==> src/mis_pkg.sv <==
// Package: register map, field positions, reset values and bus carriers
package mis_pkg;

  localparam int unsigned ADDR_W = 8;

  localparam logic [ADDR_W-1:0] OFF_EXT_ONE = 8'h00;
  localparam logic [ADDR_W-1:0] OFF_EXT_TWO = 8'h04;
  localparam logic [ADDR_W-1:0] OFF_CTRL    = 8'h08;

  // ext_control_interrupt_one fields
  localparam int unsigned ONE_COLL_FLAG = 5;
  localparam int unsigned ONE_COLL_MASK = 4;
  localparam int unsigned ONE_TXS_FLAG  = 3;
  localparam int unsigned ONE_TXS_MASK  = 2;

  // ext_control_interrupt_two fields
  localparam int unsigned TWO_TOK_DIS  = 15;
  localparam int unsigned TWO_LT_EN    = 14;
  localparam int unsigned TWO_SYS_FLAG = 11;
  localparam int unsigned TWO_SYS_EN   = 10;
  localparam int unsigned TWO_EXD_FLAG = 7;
  localparam int unsigned TWO_EXD_EN   = 6;

  // Control and status fields
  localparam int unsigned CTL_GIE    = 0;
  localparam int unsigned CTL_STOP   = 1;
  localparam int unsigned CTL_SWRST  = 2;
  localparam int unsigned CTL_PARITY_ERROR_RESPONSE = 3;
  localparam int unsigned CTL_SUMM   = 7;
  localparam int unsigned CTL_TRANSMIT_INTERRUPT_FLAG   = 8;

  // Bit of the second transmit descriptor word read as last-transmit flag
  localparam int unsigned DESC_LT_BIT = 28;

  // Reset values
  localparam logic RST_COLL_MASK = 1'b1;
  localparam logic RST_TXS_MASK  = 1'b1;
  localparam logic RST_TOK_DIS   = 1'b0;
  localparam logic RST_LT_EN     = 1'b0;
  localparam logic RST_SYS_EN    = 1'b0;
  localparam logic RST_EXD_EN    = 1'b0;
  localparam logic RST_GIE       = 1'b0;
  localparam logic RST_STOP      = 1'b0;
  localparam logic RST_PARITY_ERROR_RESPONSE    = 1'b0;

  // Flag indices
  localparam int unsigned FLAG_N    = 5;
  localparam int unsigned F_COLL    = 0;
  localparam int unsigned F_TXS     = 1;
  localparam int unsigned F_SYS     = 2;
  localparam int unsigned F_EXD     = 3;
  localparam int unsigned F_TRANSMIT_INTERRUPT_FLAG    = 4;

  localparam logic [1:0] RESP_OKAY   = 2'h0;
  localparam logic [1:0] RESP_SLVERR = 2'h2;

  typedef struct packed {
    logic [ADDR_W-1:0] awaddr;
    logic              awvalid;
    logic [31:0]       wdata;
    logic [3:0]        wstrb;
    logic              wvalid;
    logic              bready;
    logic [ADDR_W-1:0] araddr;
    logic              arvalid;
    logic              rready;
  } mis_axil_req_t;

  typedef struct packed {
    logic        awready;
    logic        wready;
    logic        bvalid;
    logic [1:0]  bresp;
    logic        arready;
    logic        rvalid;
    logic [31:0] rdata;
    logic [1:0]  rresp;
  } mis_axil_rsp_t;

  typedef enum logic [1:0] {
    WR_IDLE = 2'b01,
    WR_RESP = 2'b10
  } mis_wr_state_t;

endpackage

==> src/mis_flag.sv <==
// Sticky status flag: reset sources dominate, a set beats a host clear
`timescale 1ns/1ns
module mis_flag (
  input  wire logic mclk,
  input  wire logic rstClr,
  input  wire logic setEvt,
  input  wire logic clrEvt,
  output logic      flag
);

  always_ff @(posedge mclk) begin
    if (rstClr) begin
      flag <= 1'b0;
    end else if (setEvt) begin
      flag <= 1'b1;
    end else if (clrEvt) begin
      flag <= 1'b0;
    end
  end

endmodule

==> src/mis_top.sv <==
// Interrupt status and mask slice with its AXI4-Lite register slave
// Overview of operation
// - Collision-overflow mask set keeps collision-overflow flag out of summary interrupt.
// - Collision-overflow mask goes to one on hard or soft reset; stop ignored.
// - Transmit-start flag sets whenever a frame transmission begins.
// - Transmit-start flag drives pin only with global enable one and mask zero.
// - Transmit-start flag always accessible; write one clears, write zero keeps.
// - With last-transmit enable, last-transmit descriptor always sets transmit interrupt flag.
// - Transmit-OK disable accessible; cleared by hard or soft reset, stop ignored.
// - With last-transmit enable, descriptor word one bit 28 is last-transmit flag.
// - Last-transmit enable accessible; cleared by hard or soft reset, stop ignored.
// - System-error flag sets on parity error, master abort or target abort.
// - Parity error sets system-error flag regardless of parity-error-response bit.
// - System-error flag with its enable drives pin regardless of global enable.
// - Excess-deferral flag with enable drives pin and may set summary interrupt.
// - Excess-deferral flag write-one-clear; only hard reset clears it.
// - Excess-deferral enable cleared only by hard reset.
// - Bits 13-12 of second register are written zero; reads undefined.
// - Transmit-OK disable without last-transmit enable: only errors set transmit flag.
// - Transmit-OK disable has no effect while last-transmit enable is set.
// - Excess-deferral flag sets when transmitter suffers excessive deferral.
// - Transmit-start mask goes to one on hard or soft reset; stop ignored.
//
// The placing of the registers and the AXI4-Lite register port were left to the implementer.
`timescale 1ns/1ns
module mis_top (
  input  wire logic                  mclk,
  input  wire logic                  sys_rst,
  input  wire mis_pkg::mis_axil_req_t axiReq,
  output mis_pkg::mis_axil_rsp_t     axiRsp,
  input  wire logic                  collOvfEvt,
  input  wire logic                  txStartEvt,
  input  wire logic                  parityErrEvt,
  input  wire logic                  masterAbortEvt,
  input  wire logic                  targetAbortEvt,
  input  wire logic                  excessDeferEvt,
  input  wire logic                  txDoneEvt,
  input  wire logic                  txOk,
  input  wire logic [31:0]           txDescWordOne,
  output logic                       summaryInterrupt,
  output logic                       intaN
);

  function automatic logic [2:0] regSel(input logic [mis_pkg::ADDR_W-1:0] a);
    regSel = {a == mis_pkg::OFF_CTRL, a == mis_pkg::OFF_EXT_TWO, a == mis_pkg::OFF_EXT_ONE};
  endfunction

  mis_pkg::mis_wr_state_t wrState;
  logic                        awHeld;
  logic                        wHeld;
  logic [mis_pkg::ADDR_W-1:0]  awAddr;
  logic [31:0]                 wData;
  logic [3:0]                  wStrb;
  logic [1:0]                  bResp;
  logic                        rValid;
  logic [31:0]                 rData;
  logic [1:0]                  rResp;

  logic collMask;
  logic txsMask;
  logic tokDis;
  logic ltEn;
  logic sysEn;
  logic exdEn;
  logic gie;
  logic stopBit;
  logic parity_error_response;
  logic [mis_pkg::FLAG_N-1:0] flags;
  logic [mis_pkg::FLAG_N-1:0] flagSet;
  logic [mis_pkg::FLAG_N-1:0] flagW1c;
  logic [mis_pkg::FLAG_N-1:0] flagRst;

  // Write path: address and data taken in either order, committed together
  wire doWrite = (wrState == mis_pkg::WR_IDLE) && awHeld && wHeld;
  wire [2:0] wSel = regSel(awAddr);
  wire [2:0] rSel = regSel(axiReq.araddr);
  wire wrOne = doWrite && wSel[0];
  wire wrTwo = doWrite && wSel[1];
  wire wrCtl = doWrite && wSel[2];
  wire be0 = wStrb[0];
  wire be1 = wStrb[1];
  wire swReset = wrCtl && be0 && wData[mis_pkg::CTL_SWRST];
  wire stopSet = wrCtl && be0 && wData[mis_pkg::CTL_STOP];
  wire softOrHard = sys_rst || swReset;

  assign axiRsp.awready = (wrState == mis_pkg::WR_IDLE) && !awHeld;
  assign axiRsp.wready  = (wrState == mis_pkg::WR_IDLE) && !wHeld;
  assign axiRsp.bvalid  = (wrState == mis_pkg::WR_RESP);
  assign axiRsp.bresp   = bResp;
  assign axiRsp.arready = !rValid;
  assign axiRsp.rvalid  = rValid;
  assign axiRsp.rdata   = rData;
  assign axiRsp.rresp   = rResp;

  always_ff @(posedge mclk) begin
    if (sys_rst) begin
      wrState <= mis_pkg::WR_IDLE;
    end else begin
      unique case (wrState)
        mis_pkg::WR_IDLE: begin
          if (doWrite) begin
            wrState <= mis_pkg::WR_RESP;
          end
        end
        mis_pkg::WR_RESP: begin
          if (axiReq.bready) begin
            wrState <= mis_pkg::WR_IDLE;
          end
        end
      endcase
    end
  end

  always_ff @(posedge mclk) begin
    if (sys_rst) begin
      awHeld <= 1'b0;
      wHeld  <= 1'b0;
      awAddr <= '0;
      wData  <= '0;
      wStrb  <= '0;
      bResp  <= mis_pkg::RESP_OKAY;
    end else begin
      if (axiReq.awvalid && axiRsp.awready) begin
        awHeld <= 1'b1;
        awAddr <= axiReq.awaddr;
      end else if (doWrite) begin
        awHeld <= 1'b0;
      end
      if (axiReq.wvalid && axiRsp.wready) begin
        wHeld <= 1'b1;
        wData <= axiReq.wdata;
        wStrb <= axiReq.wstrb;
      end else if (doWrite) begin
        wHeld <= 1'b0;
      end
      if (doWrite) begin
        bResp <= (wSel == 3'h0) ? mis_pkg::RESP_SLVERR : mis_pkg::RESP_OKAY;
      end
    end
  end

  // Host-written control bits
  always_ff @(posedge mclk) begin
    if (softOrHard) begin
      collMask <= mis_pkg::RST_COLL_MASK;
      txsMask  <= mis_pkg::RST_TXS_MASK;
      tokDis   <= mis_pkg::RST_TOK_DIS;
      ltEn     <= mis_pkg::RST_LT_EN;
      sysEn    <= mis_pkg::RST_SYS_EN;
    end else begin
      if (wrOne && be0) begin
        collMask <= wData[mis_pkg::ONE_COLL_MASK];
        txsMask  <= wData[mis_pkg::ONE_TXS_MASK];
      end
      if (wrTwo && be1) begin
        tokDis <= wData[mis_pkg::TWO_TOK_DIS];
        ltEn   <= wData[mis_pkg::TWO_LT_EN];
        sysEn  <= wData[mis_pkg::TWO_SYS_EN];
      end
    end
  end

  // Survives soft reset and stop
  always_ff @(posedge mclk) begin
    if (sys_rst) begin
      exdEn <= mis_pkg::RST_EXD_EN;
    end else if (wrTwo && be0) begin
      exdEn <= wData[mis_pkg::TWO_EXD_EN];
    end
  end

  // Stop reset drops the global enable, hence system errors bypass it
  always_ff @(posedge mclk) begin
    if (sys_rst) begin
      gie     <= mis_pkg::RST_GIE;
      stopBit <= mis_pkg::RST_STOP;
      parity_error_response  <= mis_pkg::RST_PARITY_ERROR_RESPONSE;
    end else if (wrCtl && be0) begin
      gie     <= wData[mis_pkg::CTL_GIE] && !swReset && !stopSet;
      stopBit <= wData[mis_pkg::CTL_STOP];
      parity_error_response  <= wData[mis_pkg::CTL_PARITY_ERROR_RESPONSE];
    end
  end

  // Transmit interrupt qualification
  wire descLast = txDescWordOne[mis_pkg::DESC_LT_BIT];
  wire tintLt   = ltEn && (descLast || !txOk);
  wire tintStd  = !ltEn && (!txOk || !tokDis);
  wire tintSet  = txDoneEvt && (tintLt || tintStd);
  // Parity-error-response is kept for software only
  wire sysErr   = parityErrEvt || masterAbortEvt || targetAbortEvt;

  assign flagSet[mis_pkg::F_COLL] = collOvfEvt;
  assign flagSet[mis_pkg::F_TXS]  = txStartEvt;
  assign flagSet[mis_pkg::F_SYS]  = sysErr;
  assign flagSet[mis_pkg::F_EXD]  = excessDeferEvt;
  assign flagSet[mis_pkg::F_TRANSMIT_INTERRUPT_FLAG] = tintSet;

  assign flagW1c[mis_pkg::F_COLL] = wrOne && be0 && wData[mis_pkg::ONE_COLL_FLAG];
  assign flagW1c[mis_pkg::F_TXS]  = wrOne && be0 && wData[mis_pkg::ONE_TXS_FLAG];
  assign flagW1c[mis_pkg::F_SYS]  = wrTwo && be1 && wData[mis_pkg::TWO_SYS_FLAG];
  assign flagW1c[mis_pkg::F_EXD]  = wrTwo && be0 && wData[mis_pkg::TWO_EXD_FLAG];
  assign flagW1c[mis_pkg::F_TRANSMIT_INTERRUPT_FLAG] = wrCtl && be1 && wData[mis_pkg::CTL_TRANSMIT_INTERRUPT_FLAG];

  assign flagRst[mis_pkg::F_COLL] = softOrHard || stopSet;
  assign flagRst[mis_pkg::F_TXS]  = softOrHard || stopSet;
  assign flagRst[mis_pkg::F_SYS]  = softOrHard;
  assign flagRst[mis_pkg::F_EXD]  = sys_rst;
  assign flagRst[mis_pkg::F_TRANSMIT_INTERRUPT_FLAG] = softOrHard || stopSet;

  genvar gi;
  generate
    for (gi = 0; gi < mis_pkg::FLAG_N; gi++) begin : gFlag
      mis_flag uFlag (
        .mclk   (mclk),
        .rstClr (flagRst[gi]),
        .setEvt (flagSet[gi]),
        .clrEvt (flagW1c[gi]),
        .flag   (flags[gi])
      );
    end
  endgenerate

  // Interrupt combining
  wire collPart = flags[mis_pkg::F_COLL] && !collMask;
  wire txsPart  = flags[mis_pkg::F_TXS] && !txsMask;
  wire sysPart  = flags[mis_pkg::F_SYS] && sysEn;
  wire exdPart  = flags[mis_pkg::F_EXD] && exdEn;
  wire tintPart = flags[mis_pkg::F_TRANSMIT_INTERRUPT_FLAG];
  wire next_summary = collPart || txsPart || sysPart || exdPart || tintPart;
  wire next_pin = (gie && (collPart || txsPart || tintPart)) || sysPart || exdPart;

  always_ff @(posedge mclk) begin
    if (sys_rst) begin
      summaryInterrupt <= 1'b0;
      intaN            <= 1'b1;
    end else begin
      summaryInterrupt <= next_summary;
      intaN            <= !next_pin;
    end
  end

  // Read path; reserved bits, bits 13-12 included, return zero
  wire [31:0] rdOne = {26'h0, flags[mis_pkg::F_COLL], collMask,
                       flags[mis_pkg::F_TXS], txsMask, 2'h0};
  wire [31:0] rdTwo = {16'h0, tokDis, ltEn, 2'h0, flags[mis_pkg::F_SYS], sysEn,
                       2'h0, flags[mis_pkg::F_EXD], exdEn, 6'h0};
  wire [31:0] rdCtl = {23'h0, flags[mis_pkg::F_TRANSMIT_INTERRUPT_FLAG], summaryInterrupt, 3'h0,
                       parity_error_response, 1'b0, stopBit, gie};
  wire [31:0] rdMux = ({32{rSel[0]}} & rdOne) | ({32{rSel[1]}} & rdTwo) |
                      ({32{rSel[2]}} & rdCtl);

  always_ff @(posedge mclk) begin
    if (sys_rst) begin
      rValid <= 1'b0;
      rData  <= '0;
      rResp  <= mis_pkg::RESP_OKAY;
    end else if (axiReq.arvalid && !rValid) begin
      rValid <= 1'b1;
      rData  <= rdMux;
      rResp  <= (rSel == 3'h0) ? mis_pkg::RESP_SLVERR : mis_pkg::RESP_OKAY;
    end else if (axiReq.rready) begin
      rValid <= 1'b0;
    end
  end
endmodule

==> config.mk <==
export PLATFORM = sky130hd
export DESIGN_NAME = mis_top
export DESIGN_NICKNAME = d
export VERILOG_FILES = /design/src/mis_pkg.sv /design/src/mis_flag.sv /design/src/mis_top.sv
export SDC_FILE = /design/constraint.sdc
export NUM_CORES = 1
export LEC_CHECK = 0
export BUFFER_PORTS_ARGS = -buffer_cell sky130_fd_sc_hd__buf_2
export CAP_MARGIN = 15
export CORE_ASPECT_RATIO = 0.9
export CORE_UTILIZATION = 40
export DETAILED_ROUTE_END_ITERATION = 8
export PLACE_DENSITY = 0.76
export SYNTH_ARGS = -nofsm -noshare
export SYNTH_HDL_FRONTEND = slang
export SYNTH_HIERARCHICAL = 1
export SYNTH_SLANG_ARGS = --single-unit
==> constraint.sdc <==
create_clock -name mclk -period 1.85 [get_ports mclk]
set_clock_uncertainty 0.1 [all_clocks]
set_input_delay 0.185 -clock mclk [delete_from_list [all_inputs] [get_ports mclk]]
set_output_delay 0.185 -clock mclk [all_outputs]
set_load 0.02 [all_outputs]
==> After elaboration in Yosys (flattened, before gate mapping) <==
Cells that the tools add are included.
{ "word_totals": {"ff_bits": 83, "inputBits": 99, "out_inout_bits": 43, "elab_cells": 129} }
{ "classes": {"n_eq_ne": 8, "muxes": 20, "bitwise": 5, "reduce_logical": 70} }
{ "ops": {"columns": ["op", "n"], "rows": [
  ["$or A32 B32 Y32", 2],
  ["$and A32 B16 Y32", 1],
  ["$and A32 B6 Y32", 1],
  ["$and A32 B9 Y32", 1],
  ["$logic_and A1 B1 Y1", 32],
  ["$eq A8 B3 Y1 const B", 2],
  ["$eq A8 B4 Y1 const B", 2],
  ["$logic_not A8 Y1", 2],
  ["$reduce_bool A2 Y1", 8],
  ["$mux W1", 15],
  ["$logic_or A1 B1 Y1", 14],
  ["$logic_not A1 Y1", 11],
  ["$mux W2", 4],
  ["$logic_not A3 Y1", 2],
  ["$ne A2 B2 Y1 const B", 2],
  ["$pmux W2 S2", 1],
  ["$eq A2 B1 Y1 const B", 1],
  ["$eq A2 B2 Y1 const B", 1],
  ["$reduce_and A2 Y1", 1]
]} }

==> Logic depth before layout (Yosys ltp) <==
{ "depth": {"word_depth": 9, "ltp_mapped": 6, "mapped_depth_nobuf": 6} }

==> Cells and area by module <==
The synthesis kept the hierarchy.
{ "by_module_without_submodules": {"columns": ["mod", "n_inst", "cells_per_inst", "area_per_inst_um2", "seq_area_each_um2"], "rows": [
  ["mis_top", 1, 287, 2348.5, 1081.0],
  ["mis_flag", 5, 4, 38.8, 20.0]
]} }

==> Worst setup path after synthesis <==
OpenSTA, ideal clock, no wires.
{ "synth_timing": {"kind": "register -> register", "start": "register wrState[0]", "end": "register wData[10]", "setup_ns": 0.070, "arrival_ns": 1.788, "required_time_ns": 1.680, "slack_ns": -0.109, "path_stages_with_launch": 7, "n_path_buf": 2, "synth_period_minus_slack_ns": 1.959, "cell_sequence": "dfxtp_1 > nor3b_1 > and2_1 > clkbuf_1 > buf_2 > nand2_1 > a21oi_1"} }
{ "synth_lines": {"columns": ["element", "line_no", "text"], "rows": [
  ["from (decl)", "mis_top.sv:48", "mis_pkg::mis_wr_state_t wrState;"],
  ["from (signal assigned)", "mis_top.sv:97", "wrState <= mis_pkg::WR_IDLE;"],
  ["from (signal assigned)", "mis_top.sv:102", "wrState <= mis_pkg::WR_RESP;"],
  ["from (signal assigned)", "mis_top.sv:107", "wrState <= mis_pkg::WR_IDLE;"],
  ["to (signal assigned)", "mis_top.sv:131", "wData <= axiReq.wdata;"],
  ["to (decl)", "mis_top.sv:52", "logic [31:0] wData;"]
]} }

==> Worst setup path in the final report <==
{ "layout_timing": {"start": "register awAddr[6] in the netlist's numbering", "end": "register gFlag[0].uFlag.flag"} }
{ "layout_between": {"elab_cells_between_ends": 12, "classes_between": "1 x eq/ne; 11 x reduce/logical"} }
{ "layout_lines": {"columns": ["element", "line_no", "text"], "rows": [
  ["from (decl)", "mis_top.sv:51", "logic [mis_pkg::ADDR_W-1:0] awAddr;"],
  ["from (signal assigned)", "mis_top.sv:125", "awAddr <= axiReq.awaddr;"],
  ["$logic_not A8 Y1", "mis_top.sv:45", "regSel = {a == mis_pkg::OFF_CTRL, a == mis_pkg::OFF_EXT_TWO, a == mis_pkg::OFF_EXT_ONE};"],
  ["$logic_and A1 B1 Y1", "mis_top.sv:77", "wire wrOne = doWrite && wSel[0];"],
  ["$logic_and A1 B1 Y1 (2 in a row)", "mis_top.sv:199", "assign flagW1c[mis_pkg::F_COLL] = wrOne && be0 && wData[mis_pkg::ONE_COLL_FLAG];"],
  ["named net flagW1c (one bit)", "mis_top.sv:70", "logic [mis_pkg::FLAG_N-1:0] flagW1c;"],
  ["$reduce_bool A2 Y1 (no line)", null, null],
  ["to (signal assigned)", "mis_flag.sv:13", "flag <= 1'b0;"],
  ["to (signal assigned)", "mis_flag.sv:15", "flag <= 1'b1;"],
  ["to (signal assigned)", "mis_flag.sv:17", "flag <= 1'b0;"],
  ["to (decl)", "mis_flag.sv:8", "output logic flag"]
]} }
The timed path passes the listed nets, and every way through them passes these cells.
A chain may end at the register's enable or synchronous reset.

==> results.yml <==
timing:
  finalSetupTns_ns: 0
  fmax_ghz: 0.5599
  worst_pin_slew_ns: 0.5246
  relSlewSlack_pct: 64.94
  min_period_over_period_pct: 96.55
  period_minus_slack_ns: 1.786
  setup_ws_ns: 0.06390
  slew_violations: 0
  whs_ns: 0.002615
  finalSetupViolations: 0
  hold_viol_final: 0
route:
  wirelength_mm: 5.705
  wl_per_cell_um: 11.39
  via_count: 2354
  detail-route-antenna-nets: 0
  drt_pass1_iterations: 4
  vias_per_cell: 4.699
  drc: 0
  drt_iter0_drc: 80
logic_synthesis:
  synthXorXnorAreaFrac_pct: 0
  netlist_area_um2: 2542
  synth-compound-area-share_pct: 14.42
  synth.avg_cell_area_um2: 8.282
  ys_ff_latch: 59
  synth_mux_area_share_pct: 2.756
  netlist_instances: 307
  synth_top_family_by_area: "simple AND/OR/NAND/NOR gates"
  yosys_most_used_dff: "dfxtp_1"
  ys_warn_count: 6
  async_reset_ff_share_pct: 0
  synthSimpleGateAreaFrac_pct: 25.49
  ys_types: 37
  synthAdderAreaFrac_pct: 0
  ys_seq_area_share_pct: 46.46
  synth_edf_count: 0
die:
  pin_count: 142
  die_y_um: 77.64
  initial_core_util_pct: 41.58
  dieWidth_um: 86.04
  num_rows: 27
  dieArea_um2: 6679
  core_um2: 6115
cells_and_area:
  nets: 508
  diodes: 0
  syn_to_final_growth_pct: 34.60
  final_cell_area_um2: 3422
  drive_above_1_share_pct: 26.81
power_and_ir_drop:
  leakage_nw: 1.525
  p_per_area_nw_per_um2: 861.8
  switching_share_pct: 28.64
  combPwrFrac_pct: 16.4
  p_int_w: 0.002104
  p_sw_w: 0.0008446
  clockPowerShare_pct: 36.5
  p_seq_share_pct: 47.1
  ir_drop_uv: 460.3
clock_network:
  cts_tree: "done"
  clkSinkCount: 59
  root_buffer: "clkbuf_8"
  ctsHtreeMaxLevel: 3
  cts_buffers: 9
  clk_latency_ns: 0.34
  clk_pin_slew_ns: 0.07
  cts_buffer_depth: 2
worst_hold_path:
  min_to: "awAddr[0]"
  holdPathStages: 3
  hold_start: "axiReq[49]"
  hold_class: "in -> reg"
grt:
  grt_pass1_wl_mm: 9.204
  track_usage_pct: 17.79
  antenna_found_initial: 0
  gr-total-overflow: 0
  grt_pass1_vias: 2097
  grt_max_degree: 30
worst_setup_path:
  critPathLaunchType: "flop"
  cp_data_required_time_ns: 1.98
  critPathArrivalTime_ns: 1.92
  r2r_start: "awAddr[6]"
  path_class: "reg -> reg"
  crit_fanout: 2
  reg2reg_depth: 7
  worstSetupEndpointType: "flop"
  reg2reg_to: "gFlag[0].uFlag/flag"
  reg2reg_slack_ns: 0.06
placement:
  io_buffers: 68
  place_ws_ns: -0.06043
  hpwlAfterDp_mm: 4.114
  placed_cell_area_um2: 2945
  gp_congestion: 0.7845
run:
  drv_cap: 0
status:
  status: "finished clean"
==> per-stage QoR <==
| stage | util, % | instances | power [W] |
|---|---|---|---|
| 6_report | 55.96 | 501 | 0.002949 |
| 5_1_grt | 55.96 | 501 | 0.003100 |
| 4_1_cts | 55.60 | 500 | 0.002964 |
| 3_5_place_dp | 48.17 | 458 | 0.001846 |
| 3_3_place_gp | 48.17 | 458 | 0.001834 |
| 2_1_floorplan | - | 327 | 0.001720 |
==> power by group through the flow <==
stage / logic [W] / registers [W] / clock network [W]
floorplan: 0.000310 / 0.00141 / 0
global placement: 0.000422 / 0.00141 / 0
detailed placement: 0.000431 / 0.00142 / 0
CTS: 0.000475 / 0.00139 / 0.00110
global route: 0.000539 / 0.00140 / 0.00117
finish: 0.000485 / 0.00139 / 0.00108
==> worst max-delay path, cell delays in order (launching register included) <==
cell and delay [ns]:
dfxtp_1 0.31, buf_4 0.13, nor4_1 0.27, nand2_1 0.16
nor4_2 0.35, and2_1 0.17, nand2b_1 0.13, a21oi_2 0.06
==> registers in the layout, summed over array words and instances, names as in the netlist <==
register	count
gFlag.uFlag/flag	5
bResp	1
wHeld	1
sysEn	1
gie	1
stopBit	1
ltEn	1
awAddr	8
summaryInterrupt	1
rValid	1
parity_error_response	1
wrState	2
wStrb	2
rResp	1
tokDis	1
collMask	1
awHeld	1
intaN	1
exdEn	1
rData	13
wData	13
txsMask	1
==> kinds of logic after synthesis <==
| logic type | after synthesis |
|---|---|
| flops | 59 |
| compound gates | 58 |
| simple gates | 132 |
| buf+inv | 50 |
| mux | 7 |
| other cells | 1 |
==> timing repair <==
action / in CTS / in global routing
setup buffers: 0 / 1
resized for setup: 2 / 2
hold endpoints to repair: 26 / 0
hold buffers: 26 / 0
pin swaps: 0 / 3
endpoints found under the setup margin: 6 / 8
gates cloned: 0 / 0
==> Yosys cell counts, types with 5 or more instances <==
| cell type | number | area, um2 |
|---|---|---|
| a21oi_1 | 34 | 170.2 |
| a21oi_2 | 5 | 43.79 |
| a32oi_1 | 8 | 70.07 |
| buf_4 | 22 | 165.2 |
| clkbuf_1 | 12 | 45.04 |
| dfxtp_1 | 59 | 1181 |
| inv_1 | 12 | 45.04 |
| mux2i_1 | 7 | 70.07 |
| nand2_1 | 61 | 229.0 |
| nand2b_1 | 9 | 56.30 |
| nor2_1 | 22 | 82.58 |
| nor3_1 | 5 | 25.02 |
==> worst max path at each step <==
stage	slack, ns	depth (start not counted)	to	start
global placement	-0.04	4	tokDis	awAddr[1]
global route	-0.02	7	gFlag[0].uFlag/flag	awAddr[6]
CTS	0.006	4	sysEn	awAddr[1]
finish	0.06	7	gFlag[0].uFlag/flag	awAddr[6]
floorplan	-0.007	5	ltEn	awAddr[1]
detailed placement	-0.06	4	tokDis	awAddr[1]
==> final cells by class <==
type	count	area (um2)
clock inverter	5	36.28
clock buffer	11	151.4
fill	555	2693
sequential	59	1181
tap	87	108.9
multi-input combinational	218	1190
inverter	13	48.80
timing repair buffer	108	705.7
==> cell usage in the layout (no fill, tap or decap), types with 4 or more instances in the layout <==
cell / instances
buf_4: 14
buf_2: 68
a21oi_2: 5
mux2i_1: 7
dfxtp_1: 59
inv_1: 12
clkbuf_8: 11
a21oi_1: 34
a22oi_1: 4
conb_1: 21
nand4_1: 4
dlygate4sd3_1: 26
nand2b_1: 9
a32oi_1: 8
nand2_1: 60
nor2_1: 22
and2_1: 4
nor3_1: 5
==> routing by layer <==
layer	vias to the layer above	track usage, %	share of wire, %
met3	11	5.106	6.2
met1	1059	21.69	45
li1	1212	-	-
met5	-	0	0
met4	0	9.000	1.4
met2	72	28.49	47
Power figures use the tool's default switching activity.
